[src/logic/sram_tap_pkg.sv]
/*
 * Shared types and constants of the memory test access port: controller
 * states, instruction codes, pin carrier and build defaults.
 * Assumes a single fast system clock that oversamples the test pins.
 */
package sram_tap_pkg;

    // ------------------------------------------------------------
    // Test pins as one carrier
    // ------------------------------------------------------------
    typedef struct packed {
        logic tck;
        logic tms;
        logic tdi;
    } tap_pins_t;

    // Idle level of the pins: clock low, pulled-up inputs high
    localparam tap_pins_t PINS_IDLE = '{tck: 1'b0, tms: 1'b1, tdi: 1'b1};

    // ------------------------------------------------------------
    // Controller states
    // ------------------------------------------------------------
    typedef enum logic [3:0] {
        TAP_RESET, RUN_IDLE,
        SEL_DR, CAP_DR, SHIFT_DR, EXIT1_DR, PAUSE_DR, EXIT2_DR, UPD_DR,
        SEL_IR, CAP_IR, SHIFT_IR, EXIT1_IR, PAUSE_IR, EXIT2_IR, UPD_IR
    } tap_state_t;

    // ------------------------------------------------------------
    // Instructions
    // ------------------------------------------------------------
    localparam int IR_W = 3;
    localparam logic [IR_W-1:0] INS_EXT_TEST = 3'h0;
    localparam logic [IR_W-1:0] INS_ID = 3'h1;
    localparam logic [IR_W-1:0] INS_HIZ_SAMPLE = 3'h2;
    localparam logic [IR_W-1:0] INS_SAMPLE = 3'h4;
    localparam logic [IR_W-1:0] INS_BYPASS = 3'h7;
    localparam logic [1:0] IR_CAPTURE_LOW = 2'h1;
    localparam logic IR_CAPTURE_MSB = 1'b0;
    localparam logic BYPASS_CAPTURE = 1'b0;

    // ------------------------------------------------------------
    // Sizes and identification
    // ------------------------------------------------------------
    localparam int ID_W = 32;
    // Arbitrary neutral code; only bit 0 (presence marker) is fixed
    localparam logic [ID_W-1:0] ID_CODE_DEF = 32'h0000_0001;
    localparam int BSR_LEN_X36 = 71;
    localparam int BSR_LEN_X72 = 110;
    localparam int RING_DEPTH = 2;
    localparam logic [1:0] RING_FULL = 2'h2;
    localparam logic [1:0] RING_EMPTY = 2'h0;
    localparam logic [2:0] RESET_TMS_EDGES = 3'h5;

    // ------------------------------------------------------------
    // Controller next state, decided by mode-select at a clock rise
    // ------------------------------------------------------------
    function automatic tap_state_t tap_next(tap_state_t s, logic tms);
        case (s)
            TAP_RESET: tap_next = tms ? TAP_RESET : RUN_IDLE;
            RUN_IDLE: tap_next = tms ? SEL_DR : RUN_IDLE;
            SEL_DR: tap_next = tms ? SEL_IR : CAP_DR;
            CAP_DR: tap_next = tms ? EXIT1_DR : SHIFT_DR;
            SHIFT_DR: tap_next = tms ? EXIT1_DR : SHIFT_DR;
            EXIT1_DR: tap_next = tms ? UPD_DR : PAUSE_DR;
            PAUSE_DR: tap_next = tms ? EXIT2_DR : PAUSE_DR;
            EXIT2_DR: tap_next = tms ? UPD_DR : SHIFT_DR;
            UPD_DR: tap_next = tms ? SEL_DR : RUN_IDLE;
            SEL_IR: tap_next = tms ? TAP_RESET : CAP_IR;
            CAP_IR: tap_next = tms ? EXIT1_IR : SHIFT_IR;
            SHIFT_IR: tap_next = tms ? EXIT1_IR : SHIFT_IR;
            EXIT1_IR: tap_next = tms ? UPD_IR : PAUSE_IR;
            PAUSE_IR: tap_next = tms ? EXIT2_IR : PAUSE_IR;
            EXIT2_IR: tap_next = tms ? UPD_IR : SHIFT_IR;
            UPD_IR: tap_next = tms ? SEL_DR : RUN_IDLE;
            default: tap_next = TAP_RESET;
        endcase
    endfunction

endpackage

[src/logic/sram_tap.sv]
/*
 * Capture-only boundary-scan test access port of a synchronous memory.
 * Assumes CLK_I (20 MHz) oversamples the test clock, which runs far
 * slower, and that the pin ring sampler shares CLK_I.
 */
// Operation
// Inputs act at test clock rise; serial output changes at its fall.
// Mode-select and serial data input read high when left open.
// Serial data enters at register MSB, leaves from its LSB.
// Serial output driven only in shift states, otherwise high impedance.
// Five rises with mode-select high reset the controller; memory untouched.
// Power-up reset leaves serial output in high impedance.
// Unused port: outside holds test clock low, output unconnected.
// The instruction selects exactly one data register.
// Three-bit instruction, identification after power-up and reset.
// Capture-instruction loads 01 into the two low bits.
// New instruction takes effect only at update-instruction.
// Bypass bit is cleared to zero on capture.
// Bypass instruction puts the single bypass bit in the path.
// Boundary register captures pin ring, then shifts in shift-data.
// Identification instruction captures fixed 32-bit code, then shifts.
// All-zero instruction samples ring and forces memory outputs off.
// High-impedance sample selects boundary register, outputs forced off.
// Sample instruction snapshots pins at capture-data.
// Update-data under sample has no pin effect, like pause.
// Never drives memory pins; only capture and forced high impedance.
// Outside never loads the three reserved codes.
// Standard sixteen-state controller stepped by mode-select.
// Boundary length and bit order are build parameters; here only the length is, bit order follows RING_I wiring.
// Codes 000 external, 001 identification, 010 high-impedance sample.
// Identification bit 0 always reads one.
// Boundary register 71 bits narrow variant, 110 bits wide.
module sram_tap
    import sram_tap_pkg::*;
#(
    parameter int BSR_LEN = BSR_LEN_X36,
    parameter logic [ID_W-1:0] ID_CODE = ID_CODE_DEF
) (
    input wire logic CLK_I,
    input wire logic RST_I,
    input wire tap_pins_t TAP_I,
    input wire logic [BSR_LEN-1:0] RING_I,
    input wire logic RING_VALID_I,
    output logic RING_READY_O,
    output logic TDO_O,
    output logic TDO_OE_O,
    output logic MEM_HIGHZ_O
);

    // ------------------------------------------------------------
    // Pin synchronisers
    // ------------------------------------------------------------
    tap_pins_t pins_meta;
    tap_pins_t pins_sync;
    logic tck_prev;

    always_ff @(posedge CLK_I or posedge RST_I) begin
        if (RST_I) begin
            pins_meta <= PINS_IDLE;
            pins_sync <= PINS_IDLE;
            tck_prev <= 1'b0;
        end else begin
            pins_meta <= TAP_I;
            pins_sync <= pins_meta;
            tck_prev <= pins_sync.tck;
        end
    end

    wire tck_rise = pins_sync.tck & ~tck_prev;
    wire tck_fall = ~pins_sync.tck & tck_prev;
    wire tms = pins_sync.tms;
    wire tdi = pins_sync.tdi;

    // ------------------------------------------------------------
    // Controller
    // ------------------------------------------------------------
    tap_state_t state;
    wire tap_state_t next_state = tap_next(state, tms);

    always_ff @(posedge CLK_I or posedge RST_I) begin
        if (RST_I) begin
            state <= TAP_RESET;
        end else if (tck_rise) begin
            state <= next_state;
        end
    end

    // ------------------------------------------------------------
    // Instruction register
    // ------------------------------------------------------------
    logic [IR_W-1:0] ir_shift;
    logic [IR_W-1:0] instr;

    always_ff @(posedge CLK_I or posedge RST_I) begin
        if (RST_I) begin
            ir_shift <= INS_ID;
            instr <= INS_ID;
        end else if (tck_rise) begin
            if (state == CAP_IR) begin
                ir_shift <= {IR_CAPTURE_MSB, IR_CAPTURE_LOW};
            end else if (state == SHIFT_IR) begin
                ir_shift <= {tdi, ir_shift[IR_W-1:1]};
            end
            if (next_state == TAP_RESET) begin
                instr <= INS_ID;
            end else if (state == UPD_IR) begin
                instr <= ir_shift;
            end
        end
    end

    // ------------------------------------------------------------
    // Data register selection, exactly one at a time
    // ------------------------------------------------------------
    // Reserved codes fall to bypass so the path always has a register
    wire sel_bsr = (instr == INS_EXT_TEST) || (instr == INS_SAMPLE)
        || (instr == INS_HIZ_SAMPLE);
    wire sel_id = (instr == INS_ID);
    wire sel_byp = !sel_bsr && !sel_id;
    wire force_hiz = (instr == INS_EXT_TEST)
        || (instr == INS_HIZ_SAMPLE);

    wire dr_capture = tck_rise && (state == CAP_DR);
    wire dr_shift = tck_rise && (state == SHIFT_DR);

    // ------------------------------------------------------------
    // Ring sample buffer, two entries
    // ------------------------------------------------------------
    logic [BSR_LEN-1:0] ring_mem [RING_DEPTH];
    logic wr_ptr;
    logic rd_ptr;
    logic [1:0] ring_count;
    wire ring_push = RING_VALID_I && RING_READY_O;
    wire ring_pop = dr_capture && sel_bsr && (ring_count != RING_EMPTY);
    wire [1:0] next_ring_count = 2'(ring_count + {1'b0, ring_push}
        - {1'b0, ring_pop});

    always_ff @(posedge CLK_I) begin
        if (ring_push) begin
            ring_mem[wr_ptr] <= RING_I;
        end
    end

    always_ff @(posedge CLK_I or posedge RST_I) begin
        if (RST_I) begin
            wr_ptr <= 1'b0;
            rd_ptr <= 1'b0;
            ring_count <= RING_EMPTY;
            RING_READY_O <= 1'b0;
        end else begin
            wr_ptr <= wr_ptr ^ ring_push;
            rd_ptr <= rd_ptr ^ ring_pop;
            ring_count <= next_ring_count;
            RING_READY_O <= (next_ring_count != RING_FULL);
        end
    end

    // ------------------------------------------------------------
    // Data registers
    // ------------------------------------------------------------
    // Bit order follows RING_I, so the pin order is fixed by wiring
    logic [BSR_LEN-1:0] bsr;
    logic [ID_W-1:0] idr;
    logic byp;

    always_ff @(posedge CLK_I or posedge RST_I) begin
        if (RST_I) begin
            bsr <= '0;
            idr <= '0;
            byp <= BYPASS_CAPTURE;
        end else begin
            if (ring_pop) begin
                bsr <= ring_mem[rd_ptr];
            end else if (dr_shift && sel_bsr) begin
                bsr <= {tdi, bsr[BSR_LEN-1:1]};
            end
            if (dr_capture && sel_id) begin
                idr <= {ID_CODE[ID_W-1:1], 1'b1};
            end else if (dr_shift && sel_id) begin
                idr <= {tdi, idr[ID_W-1:1]};
            end
            if (dr_capture && sel_byp) begin
                byp <= BYPASS_CAPTURE;
            end else if (dr_shift && sel_byp) begin
                byp <= tdi;
            end
        end
    end

    // ------------------------------------------------------------
    // Serial output and memory output control
    // ------------------------------------------------------------
    wire dr_lsb = sel_bsr ? bsr[0] : (sel_id ? idr[0] : byp);
    wire in_shift = (state == SHIFT_DR) || (state == SHIFT_IR);
    wire shift_bit = (state == SHIFT_IR) ? ir_shift[0] : dr_lsb;

    always_ff @(posedge CLK_I or posedge RST_I) begin
        if (RST_I) begin
            TDO_O <= 1'b0;
            TDO_OE_O <= 1'b0;
        end else if (tck_fall) begin
            TDO_O <= in_shift ? shift_bit : TDO_O;
            TDO_OE_O <= in_shift;
        end
    end

    // Update-data has no pin effect: only the off-force leaves here
    always_ff @(posedge CLK_I or posedge RST_I) begin
        if (RST_I) begin
            MEM_HIGHZ_O <= 1'b0;
        end else begin
            MEM_HIGHZ_O <= force_hiz;
        end
    end

    // ------------------------------------------------------------
    // Checks
    // ------------------------------------------------------------
    logic [2:0] tms_run;

    always_ff @(posedge CLK_I or posedge RST_I) begin
        if (RST_I) begin
            tms_run <= '0;
        end else if (tck_rise) begin
            if (!tms) begin
                tms_run <= '0;
            end else if (tms_run != RESET_TMS_EDGES) begin
                tms_run <= 3'(tms_run + 3'h1);
            end
        end
    end
endmodule

[config.mk]
export PLATFORM = sky130hd
export DESIGN_NAME = sram_tap
export DESIGN_NICKNAME = d
export VERILOG_FILES = /design/src/logic/sram_tap_pkg.sv /design/src/logic/sram_tap.sv
export SDC_FILE = /design/constraint.sdc
export NUM_CORES = 1
export LEC_CHECK = 0
export ABC_AREA = 1
export BUFFER_PORTS_ARGS = -buffer_cell sky130_fd_sc_hd__buf_2
export CAP_MARGIN = 20
export CORE_UTILIZATION = 25
export CTS_CLUSTER_SIZE = 25
export DETAILED_ROUTE_END_ITERATION = 8
export PLACE_DENSITY = 0.38
export SYNTH_ARGS = -nofsm -noshare
export SYNTH_HDL_FRONTEND = slang
export SYNTH_SLANG_ARGS = --single-unit
export TNS_END_PERCENT = 10
[constraint.sdc]
create_clock -name CLK_I -period 3.4 [get_ports CLK_I]
set_clock_uncertainty 0.1 [all_clocks]
set_input_delay 0 -clock CLK_I [delete_from_list [all_inputs] [get_ports CLK_I]]
set_output_delay 0 -clock CLK_I [all_outputs]
set_load 0.02 [all_outputs]
* Word-level counts from Yosys, hierarchy flattened
Memories as Yosys holds them, arrays and structs flattened.
Index checks and enable logic that the tools add are counted.
** Word-level totals
- Register bits :: 129
- RAM bits :: 142
- Input port bits :: 77
- Output and inout port bits :: 4
- Logic and storage cells :: 108
- Memories kept :: 1
** Memory list
- ring_mem :: depth 2, bits a word 71, read ports 1, clocked after Yosys merged registers in 0, wr ports 1, line sram_tap.sv:129 : logic [BSR_LEN-1:0] ring_mem [RING_DEPTH];
** Cells by class
- Add/subtract/negate cells :: 2
- Equality and inequality tests :: 19
- Mux-type cells :: 28
- Bitwise logic cells :: 6
- Reduce and logical (&&, ||, !) cells :: 32
** Operator list (count)
- 71-bit two-way mux :: 2
- 32-bit two-way mux :: 2
- 4-bit case mux with 12 select lines :: 1
- 4-bit == test (second input constant) :: 8
- 3-bit two-way mux :: 6
- 4-bit by 3-bit == test with 1-bit output (second input constant) :: 4
- 4-bit two-way mux :: 4
- 2-bit nonzero test :: 6
- 1-bit logical AND :: 11
- 1-bit two-way mux :: 10
- 4-bit by 2-bit == test with 1-bit output (second input constant) :: 2
- 4-bit logical NOT :: 2
- 2-bit two-way mux :: 3
- 2-bit AND reduction :: 3
- 4-bit by 1-bit == test with 1-bit output (second input constant) :: 1
- 1-bit logical OR :: 4
- 2-bit OR reduction :: 2
- 3-bit by 1-bit == test with 1-bit output (second input constant) :: 1
- 3-bit by 2-bit == test with 1-bit output (second input constant) :: 1
- 3-bit == test (second input constant) :: 1
- 3-bit logical NOT :: 1
- 3-bit OR reduction :: 1
- 2-bit by 1-bit adder with 2-bit output :: 1
- 1-bit AND :: 2
- 5 further kinds :: 8

* Logic depth before layout (Yosys ltp)
Gate-level depths: netlist of the first run.
- Depth in word-level cells :: 8
- Mapped depth :: 13
- Depth with buffers taken out :: 12

* Least setup slack after synthesis of the first run
OpenSTA, ideal clock, no wires.
- Kind :: register to register
- Start :: reg RING_READY_O
- End :: mem ring_mem[1][0] in the netlist's numbering (enable)
- Library setup time :: 0.437 ns
- Data arrival time :: 2.322 ns
- Data required time :: 2.863 ns
- Path slack :: 0.541 ns
- Cell stages (with the launch flop) :: 4
- Path buffers :: 0
- Cells stage by stage :: dfrtp_1 > nand2_1 > inv_1 > ha_1
** Between the ends
- Cells in the longest elaborated chain, start to end :: 3
** Ends and longest elaborated chain
- start: declaration :: line sram_tap.sv:44 : output logic RING_READY_O,
- start signal: assignment :: line sram_tap.sv:154 : RING_READY_O <= (next_ring_count != RING_FULL);
- 1-bit logical AND :: line sram_tap.sv:133 : wire ring_push = RING_VALID_I && RING_READY_O;
- 1-bit two-way mux :: line sram_tap.sv:139 : if (ring_push) begin
- 1-bit two-way mux (implied by the code) :: line sram_tap.sv:140 : ring_mem[wr_ptr] <= RING_I;
- end: declaration :: line sram_tap.sv:129
No other way between the ends.

* Worst setup path after layout of the first run
- Start :: reg state[1]
- End :: reg bsr[70]
** Between the ends
- Cells in the longest elaborated chain, start to end :: 5
** Ends and longest elaborated chain
- start: declaration :: line sram_tap.sv:77 : tap_state_t state;
- start signal: assignment :: line sram_tap.sv:84 : state <= next_state;
- 4-bit by 2-bit == test with 1-bit output :: line sram_tap.sv:123 : wire dr_capture = tck_rise && (state == CAP_DR);
- 1-bit logical AND :: line sram_tap.sv:123
- 1-bit logical AND (2 in series) :: line sram_tap.sv:134 : wire ring_pop = dr_capture && sel_bsr && (ring_count != RING_EMPTY);
- 71-bit two-way mux / 2-bit nonzero test (equally long branches)
- end signal: assignment :: line sram_tap.sv:173 : bsr <= ring_mem[rd_ptr];
- end signal: assignment :: line sram_tap.sv:175 : bsr <= {tdi, bsr[BSR_LEN-1:1]};
- end: declaration :: line sram_tap.sv:162 : logic [BSR_LEN-1:0] bsr;
Parallel ways exist; a longest one is shown, timed or not.
A chain may end at the register's enable or synchronous reset.

==> results of run 1 <==
==> cell usage in the layout (no fill, tap or decap), types with 16 or more instances in the layout <==
master	netlist	layout
edfxtp_1	142	142
nand2_1	140	140
dfrtp_1	123	122
inv_1	101	100
dlygate4sd3_1	0	80
buf_2	14	80
or2_2	50	50
o211ai_1	50	50
o221ai_1	49	49
clkbuf_16	0	31
nor2_1	27	27
nand3_1	23	23
o21ai_0	21	21
o221ai_2	18	18
inv_2	15	16
==> stage by stage <==
step / instances / util, % / area (um^2) / hold WS, ps
finish: 1644 / 31.9 / 13800 / 54.4
global route: 1644 / 31.9 / 13800 / 37.8
CTS: 1642 / 31.9 / 13700 / 22.3
detailed placement: 1504 / 27.8 / 12000 / 10.6
global placement: 1504 / 27.8 / 12000 / 10.3
floorplan: 871 / - / 10900 / -95.5
==> final timing paths <==
check	start	endpoint	slack (ps)	depth (start not counted)
setup / recovery	state[1]	bsr[70]	1040	9
setup reg to reg	state[1]	bsr[70]	1040	9
hold reg to reg	pins_meta[0]	tdi	260	0
min in group asynchronous	RST_I	bsr[2]	550	4
hold / removal	RING_I[26]	ring_mem[1][26]	50	2
max in group asynchronous	RST_I	instr[0]	1830	5
==> critical path: stages (launching register included) <==
cell and delay [ps]:
dfrtp_1 510, nand2_2 120, inv_2 70, nand2_2 60, nor2_4 140, nand3_4 150, inv_2 100, buf_4 660
o211ai_1 200, o221ai_1 120
==> layer usage <==
metal	track usage [%]	share of wire (%)	up-vias
met5	0	0.040	-
met4	3.10	1.8	2
met3	2.29	3.7	37
met2	19.1	47	99
li1	-	-	3386
met1	15.6	47	3401
==> registers in the layout, indices dropped and copies added, names as in the netlist <==
signal,flops
ring_mem,142
state,4
RING_READY_O,1
pins_sync,1
tdi,1
rd_ptr,1
MEM_HIGHZ_O,1
bsr,71
ring_count,2
instr,3
tms,1
wr_ptr,1
pins_meta,3
TDO_O,1
tck_prev,1
TDO_OE_O,1
idr,32
byp,1
ir_shift,3
==> power by group <==
part           internal, mW  leakage [nW]  switching (mW)  total (mW)
combinational         0.742          1.85            1.41        2.15
sequential             4.23          3.04           0.218        4.45
clock                  1.86         0.474            1.31        3.17
==> cell families (layout without fill, tap and decap cells) <==
group | after synthesis | after routing | synth area share, %
other cells | 0 | 2 | 0
fa+ha+maj | 4 | 4 | 0.459
simple gates | 262 | 262 | 11.4
flops | 271 | 271 | 68.8
buf+inv | 161 | 347 | 6.32
compound gates | 170 | 170 | 12.8
xor+xnor | 3 | 3 | 0.241
==> layout make-up <==
class | count | area, um^2
antenna | 2 | 5.00
clock inverter | 4 | 27.5
timing repair buffer | 171 | 1360
inverter | 118 | 447
clock buffer | 54 | 942
tap | 585 | 732
sequential | 271 | 7500
fill | 4362 | 29300
multi-input combinational | 439 | 2740
==> what timing repair did <==
| item | CTS | global route |
|---|---|---|
| hold buffers | 80 | 0 |
| endpoints found under the hold margin | 269 | 0 |
| gates resized for setup | 0 | 0 |
==> qor.yml, run 1 <==
grt:
  grt_usage_pct: 11.6
  first_global_vias: 7339
  grt_pass1_wl_um: 41000
  grt_overflow_total: 0
  antenna_found_initial: 3
  grt_max_degree: 72
yosys:
  synth_cell_types: 39
  synth_area_um2: 10900
  avgSynthCellArea_um2: 12.5
  yosysWarnings: 0
  yosys.area.top_type_share_pct: 39.1
  yosysMostFrequentCell: "edfxtp_1"
  synthFlopType: "edfxtp_1"
  ys_seq_elements: 271
  synth_edf_count: 142
  ys_top_cells_by_count: "142 x edfxtp_1, 140 x nand2_1, 123 x dfrtp_1"
  yosysTopAreaCell: "edfxtp_1"
  async_reset_ff_share_pct: 47.6
  yosys-top-cells-area: "edfxtp_1 39%, dfrtp_1 28%, nand2_1 4.8%"
  yosysSeqAreaShare_pct: 68.8
  syn_inst: 871
  synth_fp_nets: 952
clocking:
  cts_tree: "yes"
  htree_levels: 1
  cts.sinks: 271
  postCtsSetupRepairBufs: 0
  ctsLongestPathBuffers: 3
  clock_latency_ps: 560
  clk_pin_slew_ps: 60
  cts_root_buf: "clkbuf_16"
  numCtsBuffers: 31
route:
  routed_via_density: 4.21
  ant_nets: 0
  first_pass_iters: 6
  drt_wl_total_um: 24900
  remaining_drc_errors: 1
  wire_per_inst_um: 15.1
  drt-initial-drc-count: 323
  vias: 6925
placement:
  gp_congestion: 0.741
  dpl_worst_slack_ps: 954
  place_hpwl_um: 14200
  port_buffers: 80
floorplan:
  start_util_pct: 25.3
  num_io_pins: 81
  coreArea_um2: 43100
  dieHeight_um: 211
  die-width_um: 211
  dieArea_um2: 44500
  rows: 76
timing:
  fmax_mhz: 424
  slew_headroom_pct: 36.6
  finalHoldViolCount: 0
  finalCriticalPeriod_ps: 2360
  finalSetupTns_ps: 0
  grt_setup_unrepaired: "no"
  worst_pin_slew_ps: 951
  finalCritPeriodShare_pct: 69.3
  fin_ws_ps: 1040
  maxSlewViolCount: 0
  finalSetupViolCount: 0
setup_path:
  critical_path_arrival_ps: 2720
  worstSetupEndpointType: "register"
  crit_type: "reg2reg"
  cp_max_fo: 68
  start_kind: "register"
  cp.required_ps: 3770
flow_run:
  cap_violations: 0
cells_and_area:
  finalNetCount: 1113
  drive_gt1_share_pct: 23.5
  areaGrowthSynthToFinish_pct: 26.1
run_status:
  outcome: "finished with violations"
  violations: "design-rule violations"
pwr:
  vdd_drop_max_v: 0.000404
  power_density_nw_per_um2: 710
  leakagePower_nw: 5.36
  total_power_mw: 9.77
min_path:
  hp-class: "in2reg"
No activity file was read; power rests on OpenSTA's default activity.
==> run 2: changes to the inputs <==
--- a/config.mk
+++ b/config.mk
@@ -11,7 +11,7 @@
 export CORE_UTILIZATION = 25
 export CTS_CLUSTER_SIZE = 25
 export DETAILED_ROUTE_END_ITERATION = 8
-export PLACE_DENSITY = 0.38
+export PLACE_DENSITY = 0.37
 export SYNTH_ARGS = -nofsm -noshare
 export SYNTH_HDL_FRONTEND = slang
 export SYNTH_SLANG_ARGS = --single-unit
==> constraint.sdc (replaced) <==
create_clock -name CLK_I -period 2.4 [get_ports CLK_I]
set_clock_uncertainty 0.1 [all_clocks]
set_input_delay 0 -clock CLK_I [delete_from_list [all_inputs] [get_ports CLK_I]]
set_output_delay 0 -clock CLK_I [all_outputs]
set_load 0.02 [all_outputs]
==> run 2 against run 1 <==
Net effect: maximum frequency grew 15%; sequential power up 41%; final cell count grew 1.4%; largest cell class unchanged; the flow now finishes without violations; die area unchanged; design area increased by 2.5%; sequential share of layout area is 1.3 points lower; hold slack got worse by 40 ps; flip-flop and latch count unchanged; clock power rose by 44%.
==> qor.yml, run 2 (synthesized netlist as in run 1, its figures left out) <==
clocking:
  cts_root_buf: "clkbuf_16"
  clock_latency_ps: 580
  clk_pin_slew_ps: 60
  cts.sinks: 271
  cts_resized: 0
  ctsLongestPathBuffers: 3
  cts_tree: "yes"
  htree_levels: 1
  numCtsBuffers: 31
grt:
  antenna_found_initial: 2
  grt_overflow_total: 0
  grt_usage_pct: 11.8
  grt_max_degree: 72
  first_global_vias: 7342
  grt_pass1_wl_um: 41200
setup_path:
  reg2reg_slack_ps: 360
  crit_type: "reg2reg"
  start_kind: "register"
  r2r-start: "state[2]"
  cp_max_fo: 6
  r2r-end: "RING_READY_O"
  reg2reg_depth: 9
  cp.required_ps: 2740
  critical_path_arrival_ps: 2390
  worstSetupEndpointType: "register"
placement:
  gp_congestion: 0.737
  port_buffers: 80
  dp_cells: 1519
  dpl_worst_slack_ps: 347
  place_hpwl_um: 15200
  dpl_cell_area_um2: 12200
route:
  first_pass_iters: 4
  wire_per_inst_um: 15.1
  vias: 6962
  remaining_drc_errors: 0
  ant_nets: 0
  routed_via_density: 4.18
  drt_wl_total_um: 25200
  drt-initial-drc-count: 312
timing:
  fin_ws_ps: 355
  finalCritPeriodShare_pct: 85.2
  finalSetupTns_ps: 0
  finalSetupViolCount: 0
  finalHoldViolCount: 0
  maxSlewViolCount: 0
  finalCriticalPeriod_ps: 2040
  worst_pin_slew_ps: 722
  grt_setup_unrepaired: "no"
  slew_headroom_pct: 51.8
  whs_ps: 14.2
  fmax_mhz: 489
flow_run:
  cap_violations: 0
cells_and_area:
  mostFrequentLayoutCell: "edfxtp_1"
  final_cell_count_no_fill: 1667
  top_register: "ring_mem"
  areaGrowthSynthToFinish_pct: 29.3
  final_area_um2: 14100
  layout_common_cells: "142 x edfxtp_1, 140 x nand2_1, 122 x dfrtp_1"
  diodes: 0
  largest_reg_flops: 142
  utilization_pct: 32.7
  fillers: 4364
  finalNetCount: 1138
  drive_gt1_share_pct: 24.4
  top_regs: "ring_mem (142), bsr (71), idr (32)"
run_status:
  outcome: "complete, no violations"
min_path:
  hp-class: "in2async"
floorplan:
  die-width_um: 211
  rows: 76
  dieHeight_um: 211
  coreArea_um2: 43100
  num_io_pins: 81
  start_util_pct: 25.3
  dieArea_um2: 44500
pwr:
  total_power_mw: 14.1
  power_density_nw_per_um2: 997
  vdd_drop_max_v: 0.000558
  leakagePower_nw: 5.52
-- run 2: cell types whose count changed in the layout (fill, tap and decap cells not counted), sizes merged --
| cell | before | now |
|---|---|---|
| buf | 91 | 106 |
| diode | 2 | 0 |
| dlygate4sd3 | 80 | 90 |
| clkbuf | 54 | 48 |
| clkinv | 3 | 9 |
-- run 2: cell type report --
type | count | area, um^2 | area share, %
sequential | 271 | 7500 | 53.2
multi-input combinational | 439 | 2740 | 19.4
inverter | 118 | 447 | 3.17
clock inverter | 10 | 62.6 | 0.444
tap | 585 | 732 | 5.19
timing repair buffer | 196 | 1700 | 12.0
clock buffer | 48 | 922 | 6.54
-- run 2: per-layer routing --
metal  part of all wire, %  track usage [%]  vias up
met5                 0.091                0        -
met4                   2.3             3.10        4
met3                   3.0             2.29       42
met2                    46             19.1       88
met1                    48             16.0     3390
li1                      -                -     3438
-- run 2: worst max-delay path by stage --
stage | startpoint | end
5_1_grt | state[2] | RING_READY_O
4_1_cts | state[2] | RING_READY_O
3_3_place_gp | state[2] | RING_READY_O
3_5_place_dp | state[2] | RING_READY_O
2_1_floorplan | RING_READY_O | ring_mem[1][0]
6_report | state[2] | RING_READY_O
-- run 2: what timing repair did --
item	in CTS	in global routing
buffers inserted	0	0
hold buffers	90	0
setup endpoints to repair	0	0
hold endpoints to repair	272	0
-- run 2: critical path, cell delays in order, from the launching register on --
cell and delay [ps]:
dfrtp_1 450, nor2_2 190, nand2_2 100, nor2_4 130
nand3_4 80, inv_2 90, ha_1 220, inv_1 50
ha_1 220, or2_2 300
-- run 2: report_power, final --
| part | switching, mW | internal, mW |
|---|---|---|
| combinational | 2.04 | 1.19 |
| sequential | 0.291 | 5.99 |
| clock | 1.91 | 2.64 |
==> run 3: changes to the inputs <==
--- a/config.mk
+++ b/config.mk
@@ -6,12 +6,12 @@
 export NUM_CORES = 1
 export LEC_CHECK = 0
 export ABC_AREA = 1
-export BUFFER_PORTS_ARGS = -buffer_cell sky130_fd_sc_hd__buf_2
 export CAP_MARGIN = 20
 export CORE_UTILIZATION = 25
 export CTS_CLUSTER_SIZE = 25
 export DETAILED_ROUTE_END_ITERATION = 8
-export PLACE_DENSITY = 0.37
+export DONT_BUFFER_PORTS = 1
+export PLACE_DENSITY = 0.35
 export SYNTH_ARGS = -nofsm -noshare
 export SYNTH_HDL_FRONTEND = slang
 export SYNTH_SLANG_ARGS = --single-unit
==> run 3 against run 2 <==
Net effect: combinational power hardly changed; largest power group unchanged; core utilization about the same; register-to-register slack about the same; total power increased by 4.4%; largest cell class unchanged; design area is essentially flat; first-iteration DRC count rose by 0.32%; flip-flop and latch count unchanged; final cell count shrank 2.5%.
==> qor.yml, run 3 (synthesized netlist as in run 1, its figures left out) <==
run_status:
  outcome: "complete, no violations"
clocking:
  clock_latency_ps: 540
  postCtsSetupRepairBufs: 0
  ctsLongestPathBuffers: 3
  cts_root_buf: "clkbuf_16"
  cts.sinks: 271
  cts_tree: "yes"
  numCtsBuffers: 35
  htree_levels: 2
  clk_pin_slew_ps: 60
route:
  drt-initial-drc-count: 313
  remaining_drc_errors: 0
  ant_nets: 0
  first_pass_iters: 4
  wire_per_inst_um: 15.8
  routed_via_density: 4.19
  drt_wl_total_um: 25700
  vias: 6816
timing:
  finalCritPeriodShare_pct: 85.2
  maxSlewViolCount: 0
  slew_headroom_pct: 68.7
  finalHoldViolCount: 0
  grt_setup_unrepaired: "no"
  finalSetupViolCount: 0
  worst_pin_slew_ps: 470
  finalCriticalPeriod_ps: 2050
  fin_ws_ps: 354
  finalSetupTns_ps: 0
  fmax_mhz: 489
placement:
  gp_congestion: 0.760
  dpl_cell_area_um2: 11800
  place_hpwl_um: 15800
  port_buffers: 0
  dp_cells: 1444
  dpl_worst_slack_ps: 352
grt:
  grt_max_degree: 70
  grt_usage_pct: 12.1
  grt_pass1_wl_um: 41400
  first_global_vias: 7246
  grt_overflow_total: 0
  antenna_found_initial: 4
cells_and_area:
  drive_gt1_share_pct: 18.9
  top_regs: "ring_mem (142), bsr (71), idr (32)"
  areaGrowthSynthToFinish_pct: 29.4
  layout_common_cells: "142 x edfxtp_1, 140 x nand2_1, 122 x dfrtp_1"
  utilization_pct: 32.8
  largest_reg_flops: 142
  final_area_um2: 14100
  finalNetCount: 1091
  top_register: "ring_mem"
  final_cell_count_no_fill: 1625
  fillers: 4301
  mostFrequentLayoutCell: "edfxtp_1"
setup_path:
  cp.required_ps: 2690
  critical_path_arrival_ps: 2340
  r2r-start: "state[1]"
  start_kind: "register"
  worstSetupStartpoint: "state[1]"
  r2r-end: "bsr[7]"
  reg2reg_slack_ps: 350
  cp_max_fo: 16
  worstSetupEndpointType: "register"
  reg2reg_depth: 10
  crit_type: "reg2reg"
floorplan:
  num_io_pins: 81
  dieArea_um2: 44500
  dieHeight_um: 211
  rows: 76
  start_util_pct: 25.3
  coreArea_um2: 43100
  die-width_um: 211
flow_run:
  cap_violations: 0
pwr:
  power_density_nw_per_um2: 1040
  vdd_drop_max_v: 0.000477
  leakagePower_nw: 5.40
min_path:
  hp-class: "in2async"
==> run 3: cell types whose count changed in the layout (fill, tap and decap cells not counted), moves of 2 or more <==
| cell | delta |
|---|---|
| buf_2 | -80 |
| dlygate4sd3_1 | +24 |
| buf_4 | +7 |
| clkbuf_16 | +4 |
| clkinv_1 | -3 |
| diode_2 | +3 |
| buf_12 | -2 |
| clkbuf_1 | +2 |
==> run 3: layout make-up <==
type                    count  area [um^2]  area share [%]
diodes                      3         7.51          0.0532
clock buffers              55         1040            7.39
clock inverters             9         95.1           0.674
inverters                 118          447            3.16
multi-input cells         439         2740            19.4
flip-flops and latches    271         7500            53.1
well taps                 585          732            5.19
repair buffers            145         1550            11.0
==> run 3: report_power, final <==
part	switching (mW)	internal, mW
Sequential	0.305	5.99
Combinational	2.04	1.20
Clock	2.02	3.12
Total	4.36	10.3
==> run 3: repair_timing <==
action                                  CTS  global route
hold buffers                            114             0
hold endpoints to repair                278             0
gates resized for setup                   0             0
endpoints found under the setup margin    0             0
==> run 3: how the worst max path moves through the flow <==
stage,depth (start not counted),endpoint,slack (ps)
floorplan,3,ring_mem[1][0],-460
global placement,10,bsr[10],340
detailed placement,10,bsr[8],350
CTS,10,bsr[8],340
global route,13,instr[2],210
finish,10,bsr[7],350
==> run 3: through the flow <==
step | hold slack, ps | power (mW)
after floorplan | -95.5 | 8.44
after global placement | -271 | 9.57
after detailed placement | -267 | 9.56
after CTS | 0.230 | 15.0
after global routing | 9.95 | 15.6
final | 15.3 | 14.7
==> run 3: critical path, stage by stage, from the launching register on <==
cell and delay, ps:
dfrtp_1 380, buf_4 170, inv_2 80, nand2_2 70, nor2_2 140, nand2_2 110
inv_2 120, nand2_4 80, nand2_4 270, buf_4 260, o221ai_1 120
==> run 3: routing by layer <==
metal | up-vias | track usage, % | share of wire, %
li1 | 3344 | - | -
met1 | 3324 | 15.2 | 46
met2 | 98 | 19.9 | 47
met3 | 48 | 2.69 | 3.9
met4 | 2 | 5.15 | 2.9
met5 | - | 0 | 0.066
